===== src/logic/rtca_pkg.sv =====
`default_nettype none
package rtca_pkg;
	// register indices, byte address is four times the index
	localparam logic [7:0] IDX_COUNTER   = 8'h00;
	localparam logic [7:0] IDX_CONFIG    = 8'h07;
	localparam logic [7:0] IDX_MATCH0    = 8'h08;
	localparam logic [7:0] IDX_MATCH1    = 8'h09;
	localparam logic [7:0] IDX_MATCH2    = 8'h0a;
	localparam logic [7:0] IDX_IRQ_STAT  = 8'h0c;
	localparam logic [7:0] IDX_IRQ_MASK  = 8'h0d;
	localparam int         ADDR_W        = 8;
	localparam int         NUM_ALARMS    = 3;

	// configuration register field positions
	localparam int BIT_EN0         = 0;
	localparam int BIT_EN1         = 1;
	localparam int BIT_EN2         = 2;
	localparam int BIT_AUTO_CLEAR  = 3;
	localparam int BIT_FLAG0       = 4;
	localparam int BIT_FLAG1       = 5;
	localparam int BIT_FLAG2       = 6;

	// reset values
	localparam logic [7:0]  CONFIG_RST  = 8'h00;
	localparam logic [31:0] COUNTER_RST = 32'h0000_0000;
	localparam logic [31:0] MATCH_RST   = 32'h0000_0000;
	localparam logic [2:0]  IRQ_RST     = 3'h0;

	// axi response codes
	localparam logic [1:0] RESP_OKAY   = 2'h0;
	localparam logic [1:0] RESP_SLVERR = 2'h2;
endpackage
`default_nettype wire


===== src/logic/rtca_alarm_config.sv =====
// Functional notes
// - an alarm 2 event sets the alarm 2 event flag in bit 6 of the configuration register.
// - an alarm 1 event sets the alarm 1 event flag in bit 5 of the configuration register.
// - an alarm 0 event sets the alarm 0 event flag in bit 4 of the configuration register.
// - only software clears an event flag, by writing zero; writing one leaves it unchanged.
// - an event flag stays set from its event until software clears it.
// - bit 2 enables alarm 2 to generate events; at zero alarm 2 is off.
// - bit 1 enables alarm 1 to generate events; at zero alarm 1 is off.
// - bit 0 enables alarm 0 to generate events; at zero alarm 0 is off.
//
// Added by the designer: the AXI4-Lite slave port.
`timescale 1ns/1ps
`default_nettype none
module rtca_alarm_config (
	// clock and reset
	input  wire logic        clock,
	input  wire logic        rst,
	// write address channel
	input  wire logic [7:0]  s_axi_awaddr,
	input  wire logic [2:0]  s_axi_awprot,
	input  wire logic        s_axi_awvalid,
	output logic             s_axi_awready,
	// write data channel
	input  wire logic [31:0] s_axi_wdata,
	input  wire logic [3:0]  s_axi_wstrb,
	input  wire logic        s_axi_wvalid,
	output logic             s_axi_wready,
	// write response channel
	output logic      [1:0]  s_axi_bresp,
	output logic             s_axi_bvalid,
	input  wire logic        s_axi_bready,
	// read address channel
	input  wire logic [7:0]  s_axi_araddr,
	input  wire logic [2:0]  s_axi_arprot,
	input  wire logic        s_axi_arvalid,
	output logic             s_axi_arready,
	// read data channel
	output logic      [31:0] s_axi_rdata,
	output logic      [1:0]  s_axi_rresp,
	output logic             s_axi_rvalid,
	input  wire logic        s_axi_rready,
	// timer tick pin, asynchronous
	input  wire logic        tick_pin,
	// events and interrupt
	output logic      [2:0]  alarm_event,
	output logic             irq
);

	////////////////////////////////////////////////////////////////////////////
	function automatic logic addr_hit(input logic [7:0] addr, input logic [7:0] idx);
		addr_hit = (addr[7:2] == idx[5:0]) && (addr[1:0] == 2'h0);
	endfunction

	////////////////////////////////////////////////////////////////////////////
	// write path state
	logic        awready_reg;
	logic        wready_reg;
	logic        aw_full_reg;
	logic        w_full_reg;
	logic [7:0]  waddr_reg;
	logic [31:0] wdata_reg;
	logic [3:0]  wstrb_reg;
	logic        bvalid_reg;
	logic [1:0]  bresp_reg;
	// read path state
	logic        arready_reg;
	logic        rvalid_reg;
	logic [31:0] rdata_reg;
	logic [1:0]  rresp_reg;
	// block state
	logic [7:0]  config_reg;
	logic [31:0] counter_reg;
	logic [31:0] match0_reg;
	logic [31:0] match1_reg;
	logic [31:0] match2_reg;
	logic [2:0]  irq_stat_reg;
	logic [2:0]  irq_mask_reg;
	logic        irq_reg;
	logic [2:0]  event_reg;
	// tick synchroniser and filter
	logic        tick_s1_reg;
	logic        tick_s2_reg;
	logic        tick_s3_reg;
	logic        tick_level_reg;

	////////////////////////////////////////////////////////////////////////////
	// write decode
	wire        do_write   = aw_full_reg && w_full_reg && !bvalid_reg;
	wire        wr_counter = do_write && addr_hit(waddr_reg, rtca_pkg::IDX_COUNTER);
	wire        wr_config  = do_write && addr_hit(waddr_reg, rtca_pkg::IDX_CONFIG)
		&& wstrb_reg[0];
	wire        wr_match0  = do_write && addr_hit(waddr_reg, rtca_pkg::IDX_MATCH0);
	wire        wr_match1  = do_write && addr_hit(waddr_reg, rtca_pkg::IDX_MATCH1);
	wire        wr_match2  = do_write && addr_hit(waddr_reg, rtca_pkg::IDX_MATCH2);
	wire        wr_stat    = do_write && addr_hit(waddr_reg, rtca_pkg::IDX_IRQ_STAT)
		&& wstrb_reg[0];
	wire        wr_mask    = do_write && addr_hit(waddr_reg, rtca_pkg::IDX_IRQ_MASK)
		&& wstrb_reg[0];
	wire        wr_mapped  = wr_counter || wr_config || wr_match0 || wr_match1 ||
		wr_match2 || wr_stat || wr_mask ||
		addr_hit(waddr_reg, rtca_pkg::IDX_CONFIG) ||
		addr_hit(waddr_reg, rtca_pkg::IDX_IRQ_STAT) ||
		addr_hit(waddr_reg, rtca_pkg::IDX_IRQ_MASK);

	// byte-lane merge for the 32-bit registers
	function automatic logic [31:0] merge(input logic [31:0] old, input logic [31:0] nw,
		input logic [3:0] strb);
		for (int i = 0; i < 4; i++) begin
			merge[i*8 +: 8] = strb[i] ? nw[i*8 +: 8] : old[i*8 +: 8];
		end
	endfunction

	////////////////////////////////////////////////////////////////////////////
	// tick edge: counts once the second and third stages agree
	wire tick_agree = (tick_s2_reg == tick_s3_reg);
	wire tick_rise  = tick_agree && tick_s3_reg && !tick_level_reg;

	// alarm comparison
	wire [31:0] count_inc = counter_reg + 32'h0000_0001;
	wire [2:0]  enables   = {config_reg[rtca_pkg::BIT_EN2], config_reg[rtca_pkg::BIT_EN1],
		config_reg[rtca_pkg::BIT_EN0]};
	wire [2:0]  event_hit;

	rtca_alarm_match u_match (
		.advance    (tick_rise),
		.count_inc  (count_inc),
		.enable     (enables),
		.match_flat ({match2_reg, match1_reg, match0_reg}),
		.event_hit  (event_hit)
	);

	// counter: software load wins, then auto clear, then tick
	wire        auto_clear  = event_hit[0] && config_reg[rtca_pkg::BIT_AUTO_CLEAR];
	wire [31:0] counter_next = wr_counter ? merge(counter_reg, wdata_reg, wstrb_reg) :
		auto_clear ? 32'h0000_0000 :
		tick_rise  ? count_inc : counter_reg;

	////////////////////////////////////////////////////////////////////////////
	// configuration next value; the event set wins over a same-cycle clear
	wire [2:0] flags_now  = {config_reg[rtca_pkg::BIT_FLAG2], config_reg[rtca_pkg::BIT_FLAG1],
		config_reg[rtca_pkg::BIT_FLAG0]};
	wire [2:0] flag_wbits = {wdata_reg[rtca_pkg::BIT_FLAG2], wdata_reg[rtca_pkg::BIT_FLAG1],
		wdata_reg[rtca_pkg::BIT_FLAG0]};
	// a written one keeps the flag, a written zero clears it
	wire [2:0] flag_keep  = wr_config ? (flags_now & flag_wbits) : flags_now;
	wire [2:0] flags_next = flag_keep | event_hit;
	wire [3:0] ctrl_next  = wr_config ? wdata_reg[3:0] : config_reg[3:0];
	wire [7:0] config_next = {1'b0, flags_next, ctrl_next};

	// interrupt status, write one to clear, set wins
	wire [2:0] irq_stat_next = (wr_stat ? (irq_stat_reg & ~wdata_reg[2:0]) : irq_stat_reg)
		| event_hit;
	wire [2:0] irq_mask_next = wr_mask ? wdata_reg[2:0] : irq_mask_reg;
	wire       irq_next      = |(irq_stat_next & irq_mask_next);

	////////////////////////////////////////////////////////////////////////////
	// read decode
	wire [7:0] ra = s_axi_araddr;
	wire       rd_hit_cnt  = addr_hit(ra, rtca_pkg::IDX_COUNTER);
	wire       rd_hit_cfg  = addr_hit(ra, rtca_pkg::IDX_CONFIG);
	wire       rd_hit_m0   = addr_hit(ra, rtca_pkg::IDX_MATCH0);
	wire       rd_hit_m1   = addr_hit(ra, rtca_pkg::IDX_MATCH1);
	wire       rd_hit_m2   = addr_hit(ra, rtca_pkg::IDX_MATCH2);
	wire       rd_hit_stat = addr_hit(ra, rtca_pkg::IDX_IRQ_STAT);
	wire       rd_hit_mask = addr_hit(ra, rtca_pkg::IDX_IRQ_MASK);
	wire       rd_mapped   = rd_hit_cnt || rd_hit_cfg || rd_hit_m0 || rd_hit_m1 ||
		rd_hit_m2 || rd_hit_stat || rd_hit_mask;
	wire [31:0] rd_value  = rd_hit_cnt  ? counter_reg :
		rd_hit_cfg  ? {24'h00_0000, 1'b0, config_reg[6:0]} :
		rd_hit_m0   ? match0_reg :
		rd_hit_m1   ? match1_reg :
		rd_hit_m2   ? match2_reg :
		rd_hit_stat ? {29'h0000_0000, irq_stat_reg} :
		rd_hit_mask ? {29'h0000_0000, irq_mask_reg} : 32'h0000_0000;
	wire ar_take = s_axi_arvalid && arready_reg;
	wire aw_take = s_axi_awvalid && awready_reg;
	wire w_take  = s_axi_wvalid && wready_reg;
	wire b_done  = bvalid_reg && s_axi_bready;
	wire r_done  = rvalid_reg && s_axi_rready;

	////////////////////////////////////////////////////////////////////////////
	// write channels
	always_ff @(posedge clock or posedge rst) begin
		if (rst) begin
			awready_reg <= 1'b1;
			aw_full_reg <= 1'b0;
			waddr_reg   <= 8'h00;
		end else begin
			if (aw_take) begin
				awready_reg <= 1'b0;
				aw_full_reg <= 1'b1;
				waddr_reg   <= s_axi_awaddr;
			end else if (do_write) begin
				aw_full_reg <= 1'b0;
			end else if (b_done) begin
				awready_reg <= 1'b1;
			end
		end
	end

	always_ff @(posedge clock or posedge rst) begin
		if (rst) begin
			wready_reg <= 1'b1;
			w_full_reg <= 1'b0;
			wdata_reg  <= 32'h0000_0000;
			wstrb_reg  <= 4'h0;
		end else begin
			if (w_take) begin
				wready_reg <= 1'b0;
				w_full_reg <= 1'b1;
				wdata_reg  <= s_axi_wdata;
				wstrb_reg  <= s_axi_wstrb;
			end else if (do_write) begin
				w_full_reg <= 1'b0;
			end else if (b_done) begin
				wready_reg <= 1'b1;
			end
		end
	end

	always_ff @(posedge clock or posedge rst) begin
		if (rst) begin
			bvalid_reg <= 1'b0;
			bresp_reg  <= rtca_pkg::RESP_OKAY;
		end else if (do_write) begin
			bvalid_reg <= 1'b1;
			bresp_reg  <= wr_mapped ? rtca_pkg::RESP_OKAY : rtca_pkg::RESP_SLVERR;
		end else if (b_done) begin
			bvalid_reg <= 1'b0;
		end
	end

	// read channels; the answer comes one cycle after the address is taken
	always_ff @(posedge clock or posedge rst) begin
		if (rst) begin
			arready_reg <= 1'b1;
			rvalid_reg  <= 1'b0;
			rdata_reg   <= 32'h0000_0000;
			rresp_reg   <= rtca_pkg::RESP_OKAY;
		end else if (ar_take) begin
			arready_reg <= 1'b0;
			rvalid_reg  <= 1'b1;
			rdata_reg   <= rd_value;
			rresp_reg   <= rd_mapped ? rtca_pkg::RESP_OKAY : rtca_pkg::RESP_SLVERR;
		end else if (r_done) begin
			arready_reg <= 1'b1;
			rvalid_reg  <= 1'b0;
		end
	end

	////////////////////////////////////////////////////////////////////////////
	// tick synchroniser; first stage feeds only the second
	always_ff @(posedge clock or posedge rst) begin
		if (rst) begin
			tick_s1_reg    <= 1'b0;
			tick_s2_reg    <= 1'b0;
			tick_s3_reg    <= 1'b0;
			tick_level_reg <= 1'b0;
		end else begin
			tick_s1_reg    <= tick_pin;
			tick_s2_reg    <= tick_s1_reg;
			tick_s3_reg    <= tick_s2_reg;
			tick_level_reg <= tick_agree ? tick_s3_reg : tick_level_reg;
		end
	end

	// block registers
	always_ff @(posedge clock or posedge rst) begin
		if (rst) begin
			config_reg   <= rtca_pkg::CONFIG_RST;
			counter_reg  <= rtca_pkg::COUNTER_RST;
			irq_stat_reg <= rtca_pkg::IRQ_RST;
			irq_mask_reg <= rtca_pkg::IRQ_RST;
			irq_reg      <= 1'b0;
			event_reg    <= 3'h0;
		end else begin
			config_reg   <= config_next;
			counter_reg  <= counter_next;
			irq_stat_reg <= irq_stat_next;
			irq_mask_reg <= irq_mask_next;
			irq_reg      <= irq_next;
			event_reg    <= event_hit;
		end
	end

	// match values; a partial update while enabled may fire early
	always_ff @(posedge clock or posedge rst) begin
		if (rst) begin
			match0_reg <= rtca_pkg::MATCH_RST;
			match1_reg <= rtca_pkg::MATCH_RST;
			match2_reg <= rtca_pkg::MATCH_RST;
		end else begin
			match0_reg <= wr_match0 ? merge(match0_reg, wdata_reg, wstrb_reg) : match0_reg;
			match1_reg <= wr_match1 ? merge(match1_reg, wdata_reg, wstrb_reg) : match1_reg;
			match2_reg <= wr_match2 ? merge(match2_reg, wdata_reg, wstrb_reg) : match2_reg;
		end
	end

	////////////////////////////////////////////////////////////////////////////
	assign s_axi_awready = awready_reg;
	assign s_axi_wready  = wready_reg;
	assign s_axi_bvalid  = bvalid_reg;
	assign s_axi_bresp   = bresp_reg;
	assign s_axi_arready = arready_reg;
	assign s_axi_rvalid  = rvalid_reg;
	assign s_axi_rdata   = rdata_reg;
	assign s_axi_rresp   = rresp_reg;
	assign alarm_event   = event_reg;
	assign irq           = irq_reg;

endmodule
`default_nettype wire


===== src/logic/rtca_alarm_match.sv =====
`timescale 1ns/1ps
`default_nettype none
module rtca_alarm_match (
	// counter view
	input  wire logic        advance,
	input  wire logic [31:0] count_inc,
	// alarm setup
	input  wire logic [2:0]  enable,
	input  wire logic [95:0] match_flat,
	// result
	output logic      [2:0]  event_hit
);
	// an alarm fires on the tick that brings the counter onto its match value
	genvar g;
	generate
		for (g = 0; g < rtca_pkg::NUM_ALARMS; g++) begin : g_alarm
			assign event_hit[g] = enable[g] && advance &&
				(count_inc == match_flat[g*32 +: 32]);
		end
	endgenerate
endmodule
`default_nettype wire


===== config.mk =====
export PLATFORM = sky130hd
export DESIGN_NAME = rtca_alarm_config
export DESIGN_NICKNAME = d
export VERILOG_FILES = /design/src/logic/rtca_pkg.sv /design/src/logic/rtca_alarm_config.sv /design/src/logic/rtca_alarm_match.sv
export SDC_FILE = /design/constraint.sdc
export NUM_CORES = 1
export LEC_CHECK = 0
export ABC_AREA = 1
export BUFFER_PORTS_ARGS = -buffer_cell sky130_fd_sc_hd__buf_2
export CAP_MARGIN = 20
export CORE_ASPECT_RATIO = 2
export CORE_MARGIN = 2
export CORE_UTILIZATION = 55
export CTS_BUF_LIST = sky130_fd_sc_hd__clkbuf_8 sky130_fd_sc_hd__clkbuf_16
export DETAILED_ROUTE_END_ITERATION = 12
export GPL_ROUTABILITY_DRIVEN = 0
export GPL_TIMING_DRIVEN = 1
export MAX_ROUTING_LAYER = met4
export PLACE_DENSITY = 0.82
export SKIP_LAST_GASP = 1
export SLEW_MARGIN = 20
export SYNTH_ARGS = -nofsm -noshare
export SYNTH_HDL_FRONTEND = slang
export SYNTH_HIERARCHICAL = 1
export SYNTH_SLANG_ARGS = --single-unit

===== constraint.sdc =====
create_clock -name clock -period 10.35 [get_ports clock]
set_input_delay 0.5175 -clock clock [delete_from_list [all_inputs] [get_ports clock]]
set_output_delay 0.5175 -clock clock [all_outputs]
set_load 0.01 [all_outputs]

==> results.py, run 1 <==
metrics = {
    "outcome": {
        "outcome": "finished, final reports clean",
    },
    "clock_network": {
        "cts-root-buf": "clkbuf_16",
        "clk_pin_slew_worst_paths_ns": 0.06,
        "postCtsHoldBufs": 0,
        "clkLatencyLatePin_ns": 0.54,
        "cts_resized": 0,
        "cts-buffers-inserted": 23,
        "cts_max_path_buffers": 3,
        "cts_tree": "done",
        "clock-sinks": 234,
        "htreeDepth": 1,
        "cts_setup_buffers": 0,
    },
    "yosys": {
        "synth.distinct_cells": 36,
        "ys_seq_area_share_pct": 43.8,
        "yosysTopAreaCell": "dfrtp_1",
        "synth_area_leaders": "dfrtp_1 (43%), nand2_1 (18%), nor2_1 (8.5%)",
        "ys_ff_latch": 234,
        "synth.top_cell.area_share_pct": 43.2,
        "synth_area_um2": 13400,
        "ys_warn_count": 6,
        "synth.avg_cell_area_um2": 7.01,
        "synth_cells": 1908,
    },
    "placed_design": {
        "port_buffers": 102,
        "placed_cell_area_um2": 14000,
        "dp_hpwl_um": 33500,
        "dp_cells": 2255,
    },
    "floorplan": {
        "start_util_pct": 55.9,
        "dieArea_um2": 25700,
        "core_region_area_um2": 23900,
        "fp-row-count": 80,
        "die_width_um": 114,
        "ios": 111,
        "chipHeight_um": 225,
    },
    "worst_setup_path": {
        "crit-reg2reg-capture": "counter_reg[29]",
        "ff2ff_setup_slack_ns": 5.96,
        "crit_family": "simple AND/OR/NAND/NOR gates",
        "cp_data_arrival_time_ns": 4.79,
        "cp_cell_sequence": "ha_1 -> nand3_1 -> inv_1 -> nand2_1 -> xor2_1 -> inv_2 -> nand2_1 -> nand2_1 -> nor2_1 -> nand2_1 -> nor2_1 -> nand3_1 -> nor2_1 -> nand2_1 -> nand3_2 -> nand2_2 -> nor2_1 -> a21oi_1",
        "worstReg2RegStart": "counter_reg[0]",
        "crit_type": "reg2reg",
        "crit_required_ns": 10.75,
        "r2r_cells": 18,
        "max_stage_delay_ns": 0.55,
        "worstSetupStartpointType": "flop",
        "cp-end-kind": "flop",
        "cpMaxStageDelayCell": "dfrtp_1",
        "cp_num_buf_inv": 2,
        "crit_path_max_fanout": 9,
        "path_common_cell": "nand2_1",
    },
    "sta": {
        "fin_skew_ns": 0.0201,
        "finalCritPeriodShare_pct": 42.5,
        "worst_pin_slew_ns": 1.01,
        "slew_headroom_pct": 32.6,
        "min_period_ns": 4.39,
        "finalSetupViolCount": 0,
        "hold_ws_ns": 0.0920,
        "finalSetupTns_ns": 0,
        "clock.fmax_ghz": 0.228,
        "finalMaxSlewViolations": 0,
        "grt_setup_unrepaired": "no",
        "hold_viol_final": 0,
    },
    "grt": {
        "grt_pass1_wl_um": 68700,
        "grt_overflow_total": 0,
        "antenna_found_initial": 0,
        "grt_max_degree": 109,
        "grt_pass1_vias": 12251,
        "grt_usage_pct": 37.4,
    },
    "pwr": {
        "p_leak_nw": 7.91,
        "ir_drop_uv": 156,
        "p_per_area_nw_per_um2": 251,
    },
    "hold_path": {
        "holdPathStages": 1,
        "holdPathEnd": "tick_s1_reg",
        "holdCritStartpoint": "tick_pin",
        "hp-class": "in2reg",
    },
    "run": {
        "drv_cap": 0,
    },
    "cells_and_area": {
        "final_common_cell": "nand2_1",
        "stdcell_count": 2296,
        "final_util_pct": 61.6,
        "n_antenna_cell": 0,
        "layout_common_cells": "nand2_1 (633), nor2_1 (303), dfrtp_1 (231), inv_1 (219), o21ai_0 (120)",
        "fin_nets": 2061,
        "areaGrowthSynthToFinish_pct": 10.1,
        "stdcell_area_um2": 14700,
        "drive_gt1_share_pct": 13.5,
    },
    "drt": {
        "wire_per_inst_um": 19.9,
        "drt.antenna.violating_nets": 0,
        "drt_pass1_iterations": 8,
        "viasPerCell": 5.58,
        "wirelength_um": 45700,
        "drt_iter0_drc": 1263,
        "drc": 0,
        "vias": 12806,
    },
}
[how the worst max path moves through the flow]
stage | startpoint | endpoint | slack [ns] | cells after the start
after CTS | counter_reg[0] | counter_reg[7] | 6.32 | 20
after floorplan | rst | alarm_event[0] | 3.42 | 1
after global routing | counter_reg[0] | counter_reg[29] | 5.81 | 18
after global placement | counter_reg[0] | counter_reg[8] | 6.36 | 16
final | counter_reg[0] | counter_reg[29] | 5.96 | 18
after detailed placement | counter_reg[0] | counter_reg[8] | 6.38 | 16
[report_power, final]
part | switching, W | total, W | internal, W
Combinational | 0.000899 | 0.00132 | 0.000423
Sequential | 0.000309 | 0.00153 | 0.00122
Clock | 0.000369 | 0.000843 | 0.000474
Total | 0.00158 | 0.00369 | 0.00212
[kinds of logic (layout without fill, tap and decap cells)]
logic type / after synthesis / after routing / synth area share, %
AO/OA/AOI/OAI: 235 / 235 / 9.78
XOR/XNOR: 35 / 35 / 2.29
adder cells (fa/ha/maj): 2 / 2 / 0.187
buffers and inverters: 309 / 409 / 9.76
flip-flops: 234 / 234 / 43.8
multiplexers: 6 / 6 / 0.505
other: 1 / 2 / 0.0280
AND/OR/NAND/NOR: 1086 / 1086 / 33.6
[final cells by class]
type	count	area, um^2
flip-flops and latches	234	5860
well taps	287	359
clock inverters	12	88.8
fillers	2175	9190
clock buffers	29	658
multi-input cells	1366	6220
inverters	258	976
repair buffers	110	571
[cell usage after synthesis (all sizes together)]
library cell,number
dfrtp,231
clkbuf,18
mux2,6
and2,1
or2,3
conb,1
nand4,24
o22ai,1
a21oi,59
nor3,5
dfstp,3
ha,2
xor2,14
nand2,644
o211ai,3
o21ai,172
nand3,87
inv,258
buf,33
xnor2,21
nor2,322
[per-stage QoR]
step	setup slack [ns]	power, W
after floorplan	3.42	0.00235
after global placement	6.36	0.00276
after detailed placement	6.38	0.00281
after CTS	6.32	0.00366
after global routing	5.81	0.00390
final	5.96	0.00369
[layer usage]
layer	GRT usage, %	vias to the layer above	share of wire, %
li1	-	6031	-
met1	37.4	5888	31
met2	61.7	654	50
met3	5.28	233	7.0
met4	34.3	0	12
met5	-	-	0
Note: power is estimated with default switching activity, not from simulation.
==> run 2: changes to the inputs <==
- ABC_AREA: 1 -> 0
- PLACE_DENSITY: 0.82 -> 0.83
- clock period: 10.35 -> 4.4 ns (I/O delays scaled with it)
==> results.py, run 2 <==
metrics = {
    "cells_and_area": {
        "nFillCells": 1633,
        "areaGrowthSynthToFinish_pct": 18.3,
        "n_antenna_cell": 0,
        "layout_common_cells": "dfrtp_1 (231), mux2_2 (151), buf_2 (102), nand2_1 (88), xor2_1 (79)",
        "final_common_cell": "dfrtp_1",
        "final_util_pct": 65.9,
        "drive_gt1_share_pct": 27.3,
        "fin_nets": 1324,
    },
    "sta": {
        "slew_headroom_pct": 31.1,
        "finalCritPeriodShare_pct": 96.9,
        "fin_skew_ns": 0.0112,
        "clock.fmax_ghz": 0.235,
        "finalMaxSlewViolations": 0,
        "hold_viol_final": 0,
        "finalSetupViolCount": 0,
        "setup_ws_ns": 0.138,
        "min_period_ns": 4.26,
        "worst_pin_slew_ns": 1.03,
    },
    "yosys": {
        "yosysMostFrequentCell": "dfrtp_1",
        "synth_top_flop_cell": "dfrtp_1",
        "synth.distinct_cells": 58,
        "synth.top_cell.area_share_pct": 48.5,
        "synth_common_cells": "dfrtp_1 (231), mux2_2 (151), nand2_1 (89)",
        "synth_cells": 1099,
        "ys_warn_count": 6,
        "ys_ff_latch": 234,
        "async_flop_share_pct": 100,
        "synth_area_um2": 11900,
        "synth_edf_count": 0,
        "yosysTopAreaCell": "dfrtp_1",
        "ys_seq_area_share_pct": 49.2,
        "synth_area_leaders": "dfrtp_1 (49%), mux2_2 (14%), xor2_1 (5.9%)",
        "synth.avg_cell_area_um2": 10.8,
    },
    "worst_setup_path": {
        "worstSetupStartpointType": "flop",
        "startpoint": "counter_reg[14]",
        "worstReg2RegStart": "counter_reg[14]",
        "crit_required_ns": 4.80,
        "crit_path_max_fanout": 25,
        "cp-end-kind": "flop",
        "cp_data_arrival_time_ns": 4.67,
        "crit_type": "reg2reg",
    },
    "floorplan": {
        "core_region_area_um2": 21400,
        "die_width_um": 108,
        "chipHeight_um": 212,
        "start_util_pct": 55.7,
        "dieArea_um2": 22900,
        "fp-row-count": 76,
        "ios": 111,
    },
    "drt": {
        "viasPerCell": 6.54,
        "drc": 0,
        "wirelength_um": 37500,
        "vias": 10090,
        "drt_iter0_drc": 1215,
        "drt.antenna.violating_nets": 0,
        "met1_length_um": 12200,
        "highest_layer": "met4",
        "drt_pass1_iterations": 6,
        "dr_wl_met2_um": 18700,
        "wire_per_inst_um": 24.3,
        "wl_met3_um": 2970,
    },
    "run": {
        "drv_cap": 0,
    },
    "placed_design": {
        "dp_hpwl_um": 25400,
        "port_buffers": 102,
        "pre_cts_ws_ns": 0.217,
    },
    "clock_network": {
        "cts_tree": "done",
        "clkLatencyLatePin_ns": 0.53,
        "clock-sinks": 234,
        "cts_max_path_buffers": 3,
        "cts-root-buf": "clkbuf_16",
        "clk_pin_slew_worst_paths_ns": 0.07,
        "htreeDepth": 1,
        "cts-buffers-inserted": 21,
    },
    "pwr": {
        "ir_drop_uv": 326,
        "p_leak_nw": 6.73,
        "p_per_area_nw_per_um2": 477,
        "fin_total_pwr_w": 0.00672,
    },
    "hold_path": {
        "hp-class": "in2reg",
        "holdCritStartpoint": "s_axi_araddr[3]",
    },
    "grt": {
        "grt_max_degree": 121,
        "grt_overflow_total": 0,
        "grt_usage_pct": 34.5,
        "antenna_found_initial": 0,
        "grt_pass1_vias": 10402,
        "grt_pass1_wl_um": 57600,
    },
    "outcome": {
        "outcome": "finished, final reports clean",
    },
}
[run 2: cell count changes after synthesis, moves of 28 or more]
cell,before,now
o21ai_2,33,0
nand2_1,634,89
o21ai_0,120,58
nor4_1,0,35
nand3_1,83,21
o2bb2ai_1,0,28
nor2_1,303,45
clkbuf_1,18,47
inv_1,214,27
mux2_2,6,151
inv_2,44,0
xor2_1,14,80
[run 2: worst paths after layout]
path | cells after the start | to | slack, ns
setup / recovery | 16 | counter_reg[29] | 0.14
hold / removal | 3 | s_axi_rresp[1] | 0.1
setup reg to reg | 16 | counter_reg[29] | 0.14
hold reg to reg | 0 | tick_s2_reg | 0.35
max in group asynchronous | 4 | wdata_reg[16] | 2.94
min in group asynchronous | 3 | irq_mask_reg[2] | 0.37
[run 2: cells by family after synthesis]
logic type	count (synthesis)	synth area share, %
compound gates	240	13.3
mux	157	14.8
fa+ha+maj	2	0.210
other cells	1	0.0315
simple gates	255	10.5
buf+inv	85	2.81
xor+xnor	125	9.19
flops	234	49.2
[run 2: layout make-up]
cell class | instances | area, um^2 | share of cell area, %
flip-flops and latches | 234 | 5860 | 41.6
multi-input cells | 781 | 5800 | 41.1
repair buffers | 191 | 1340 | 9.50
clock buffers | 25 | 581 | 4.12
well taps | 273 | 342 | 2.42
inverters | 27 | 105 | 0.746
clock inverters | 11 | 71.3 | 0.506
[run 2: repair_timing]
action,4_1_cts,5_1_grt
gates resized for setup,0,6
setup endpoints to repair,0,32
buffers inserted,0,1
endpoints found under the hold margin,80,0
hold buffers,54,0
[run 2: per-layer routing]
metal,vias up,GRT usage [%]
li1,4285,-
met1,4915,36.0
met2,638,56.0
met3,252,6.59
met4,0,27.6
met5,-,-
[run 2: where the power goes]
group          switching [W]  internal, W  total (W)
combinational       0.000922     0.000775    0.00170
sequential          0.000601      0.00262    0.00322
clock               0.000810     0.000992    0.00180
total                0.00233      0.00439    0.00672
[run 2: critical path: stages, from the launching register on]
cell and delay (ns):
dfrtp_1 0.51, nand4_1 0.30, nor2_1 0.39, nand4_1 0.24
xnor2_1 0.38, xor2_1 0.13, nor4_1 0.44, nand4_1 0.20
nor4_2 0.36, nand2_1 0.09, buf_4 0.17, o41ai_4 0.08
buf_12 0.24, o22ai_1 0.11, buf_4 0.20, a21oi_1 0.18
o2bb2ai_1 0.10
[run 2: stage by stage]
stage	area [um^2]	cells	hold WS, ns	TNS [ns]
2_1_floorplan	11900	1100	0.251	0
3_3_place_gp	12900	1451	0.328	0
3_5_place_dp	12900	1451	0.329	0
4_1_cts	14000	1541	0.105	0
5_1_grt	14100	1542	0.117	-0.193
6_report	14100	1542	0.0980	0
==> run 3: changes to the inputs <==
- SETUP_SLACK_MARGIN: unset -> 0.4
==> results.py, run 3 (synthesis results as in run 2) <==
metrics = {
    "clock_network": {
        "clock-sinks": 234,
        "cts-buffers-inserted": 21,
        "htreeDepth": 1,
        "cts-root-buf": "clkbuf_16",
        "clkLatencyLatePin_ns": 0.52,
        "cts_tree": "done",
        "clk_pin_slew_worst_paths_ns": 0.07,
        "cts_max_path_buffers": 3,
    },
    "pwr": {
        "p_leak_nw": 6.94,
        "seqPwrFrac_pct": 47.6,
        "switching_share_pct": 34.9,
        "p_clk_share_pct": 26.4,
        "ir_drop_uv": 325,
        "p_per_area_nw_per_um2": 468,
        "p_int_w": 0.00444,
        "p_comb_share_pct": 26.0,
        "p_switching_w": 0.00238,
    },
    "hold_path": {
        "holdPathEnd": "s_axi_rresp[1]",
        "hp-class": "in2reg",
        "holdCritStartpoint": "s_axi_araddr[3]",
        "holdPathStages": 3,
    },
    "cells_and_area": {
        "drive_gt1_share_pct": 31.8,
        "final_common_cell": "dfrtp_1",
        "layout_common_cells": "dfrtp_1 (220), mux2_2 (151), buf_2 (102), nand2_1 (87), a21oi_1 (75)",
        "final_util_pct": 68.1,
        "areaGrowthSynthToFinish_pct": 22.3,
        "stdcell_count": 1566,
        "fin_nets": 1348,
        "n_antenna_cell": 0,
    },
    "drt": {
        "drc": 0,
        "drt.antenna.violating_nets": 0,
        "viasPerCell": 6.71,
        "vias": 10508,
        "drt_iter0_drc": 1352,
        "drt_pass1_iterations": 7,
        "wire_per_inst_um": 25.4,
        "wirelength_um": 39800,
    },
    "worst_setup_path": {
        "r2r_cells": 16,
        "cp_data_arrival_time_ns": 4.44,
        "crit_path_max_fanout": 13,
        "worstReg2RegStart": "counter_reg[7]",
        "cp-end-kind": "flop",
        "crit_required_ns": 4.79,
        "crit-reg2reg-capture": "counter_reg[24]",
        "ff2ff_setup_slack_ns": 0.35,
        "crit_type": "reg2reg",
        "worstSetupStartpointType": "flop",
    },
    "grt": {
        "grt_pass1_wl_um": 57900,
        "antenna_found_initial": 0,
        "grt_max_degree": 121,
        "grt_usage_pct": 34.5,
        "grt_pass1_vias": 10500,
        "grt_overflow_total": 0,
    },
    "floorplan": {
        "start_util_pct": 55.7,
        "chipHeight_um": 212,
        "ios": 111,
        "fp-row-count": 76,
        "core_region_area_um2": 21400,
        "dieArea_um2": 22900,
        "die_width_um": 108,
    },
    "sta": {
        "finalCritPeriodShare_pct": 92.0,
        "hold_ws_ns": 0.111,
        "grt_setup_unrepaired": "yes",
        "finalSetupViolCount": 0,
        "min_period_ns": 4.05,
        "clock.fmax_ghz": 0.247,
        "finalSetupTns_ns": 0,
        "finalMaxSlewViolations": 0,
        "worst_pin_slew_ns": 1.06,
        "slew_headroom_pct": 28.6,
        "hold_viol_final": 0,
        "fin_skew_ns": 0.0164,
    },
    "placed_design": {
        "port_buffers": 102,
        "dp_hpwl_um": 25400,
        "dp_cells": 1451,
    },
    "run": {
        "drv_cap": 0,
    },
    "outcome": {
        "outcome": "finished, final reports clean",
    },
}
==> run 3: timing repair <==
action                                  in CTS  in global routing
endpoints found under the setup margin      32                 32
pin swaps                                    3                 18
hold buffers                                54                  0
setup buffers                                2                 21
endpoints found under the hold margin       80                  0
cloned                                       0                  2
gates resized for setup                      9                 45
==> run 3: worst max-delay path: stages (launching register included) <==
cell,delay (ns)
dfrtp_1,0.44
nand4_1,0.19
nor4_1,0.29
buf_4,0.23
nand4_1,0.22
xnor2_2,0.30
xor2_1,0.23
nor4_1,0.32
nand4_1,0.19
nor4_4,0.33
nand2_2,0.18
o41ai_4,0.19
buf_12,0.20
o22ai_1,0.09
buf_4,0.20
a21oi_1,0.19
o22ai_1,0.13
==> run 3: power groups by stage <==
stage,logic [W],registers (W),clock network (W)
global placement,0.00154,0.00320,0
detailed placement,0.00158,0.00323,0
global route,0.00189,0.00330,0.00189
CTS,0.00166,0.00319,0.00182
floorplan,0.00106,0.00306,0
finish,0.00177,0.00324,0.00180
==> run 3: area by class of cell <==
cell class | instances | area [um^2]
clock inverter | 11 | 71.3
sequential | 234 | 5870
inverter | 27 | 105
clock buffer | 25 | 581
tap | 273 | 342
multi-input combinational | 781 | 6040
fill | 1537 | 6830
timing repair buffer | 215 | 1560
==> run 3: layer usage <==
layer | vias to the layer above | share of wire [%] | GRT usage (%)
met2 | 783 | 49 | 56.1
met1 | 5085 | 31 | 35.9
met5 | - | 0 | -
li1 | 4332 | - | -
met3 | 308 | 9.3 | 6.01
met4 | 0 | 10 | 28.8
==> run 3: worst max path at each step <==
stage | startpoint | endpoint | slack, ns | cells after the start
2_1_floorplan | counter_reg[0] | counter_reg[19] | 0.45 | 15
6_report | counter_reg[7] | counter_reg[24] | 0.35 | 16
3_5_place_dp | counter_reg[1] | counter_reg[18] | 0.22 | 16
4_1_cts | counter_reg[1] | counter_reg[29] | 0.44 | 17
5_1_grt | counter_reg[7] | counter_reg[24] | 0.31 | 17
3_3_place_gp | counter_reg[1] | counter_reg[18] | 0.35 | 16
==> run 3: through the flow <==
step / cell area (um^2) / setup WS [ns] / power (W)
2_1_floorplan: 11900 / 0.447 / 0.00411
3_3_place_gp: 12900 / 0.346 / 0.00474
3_5_place_dp: 12900 / 0.217 / 0.00481
4_1_cts: 14100 / 0.440 / 0.00666
5_1_grt: 14600 / 0.305 / 0.00708
6_report: 14600 / 0.352 / 0.00681
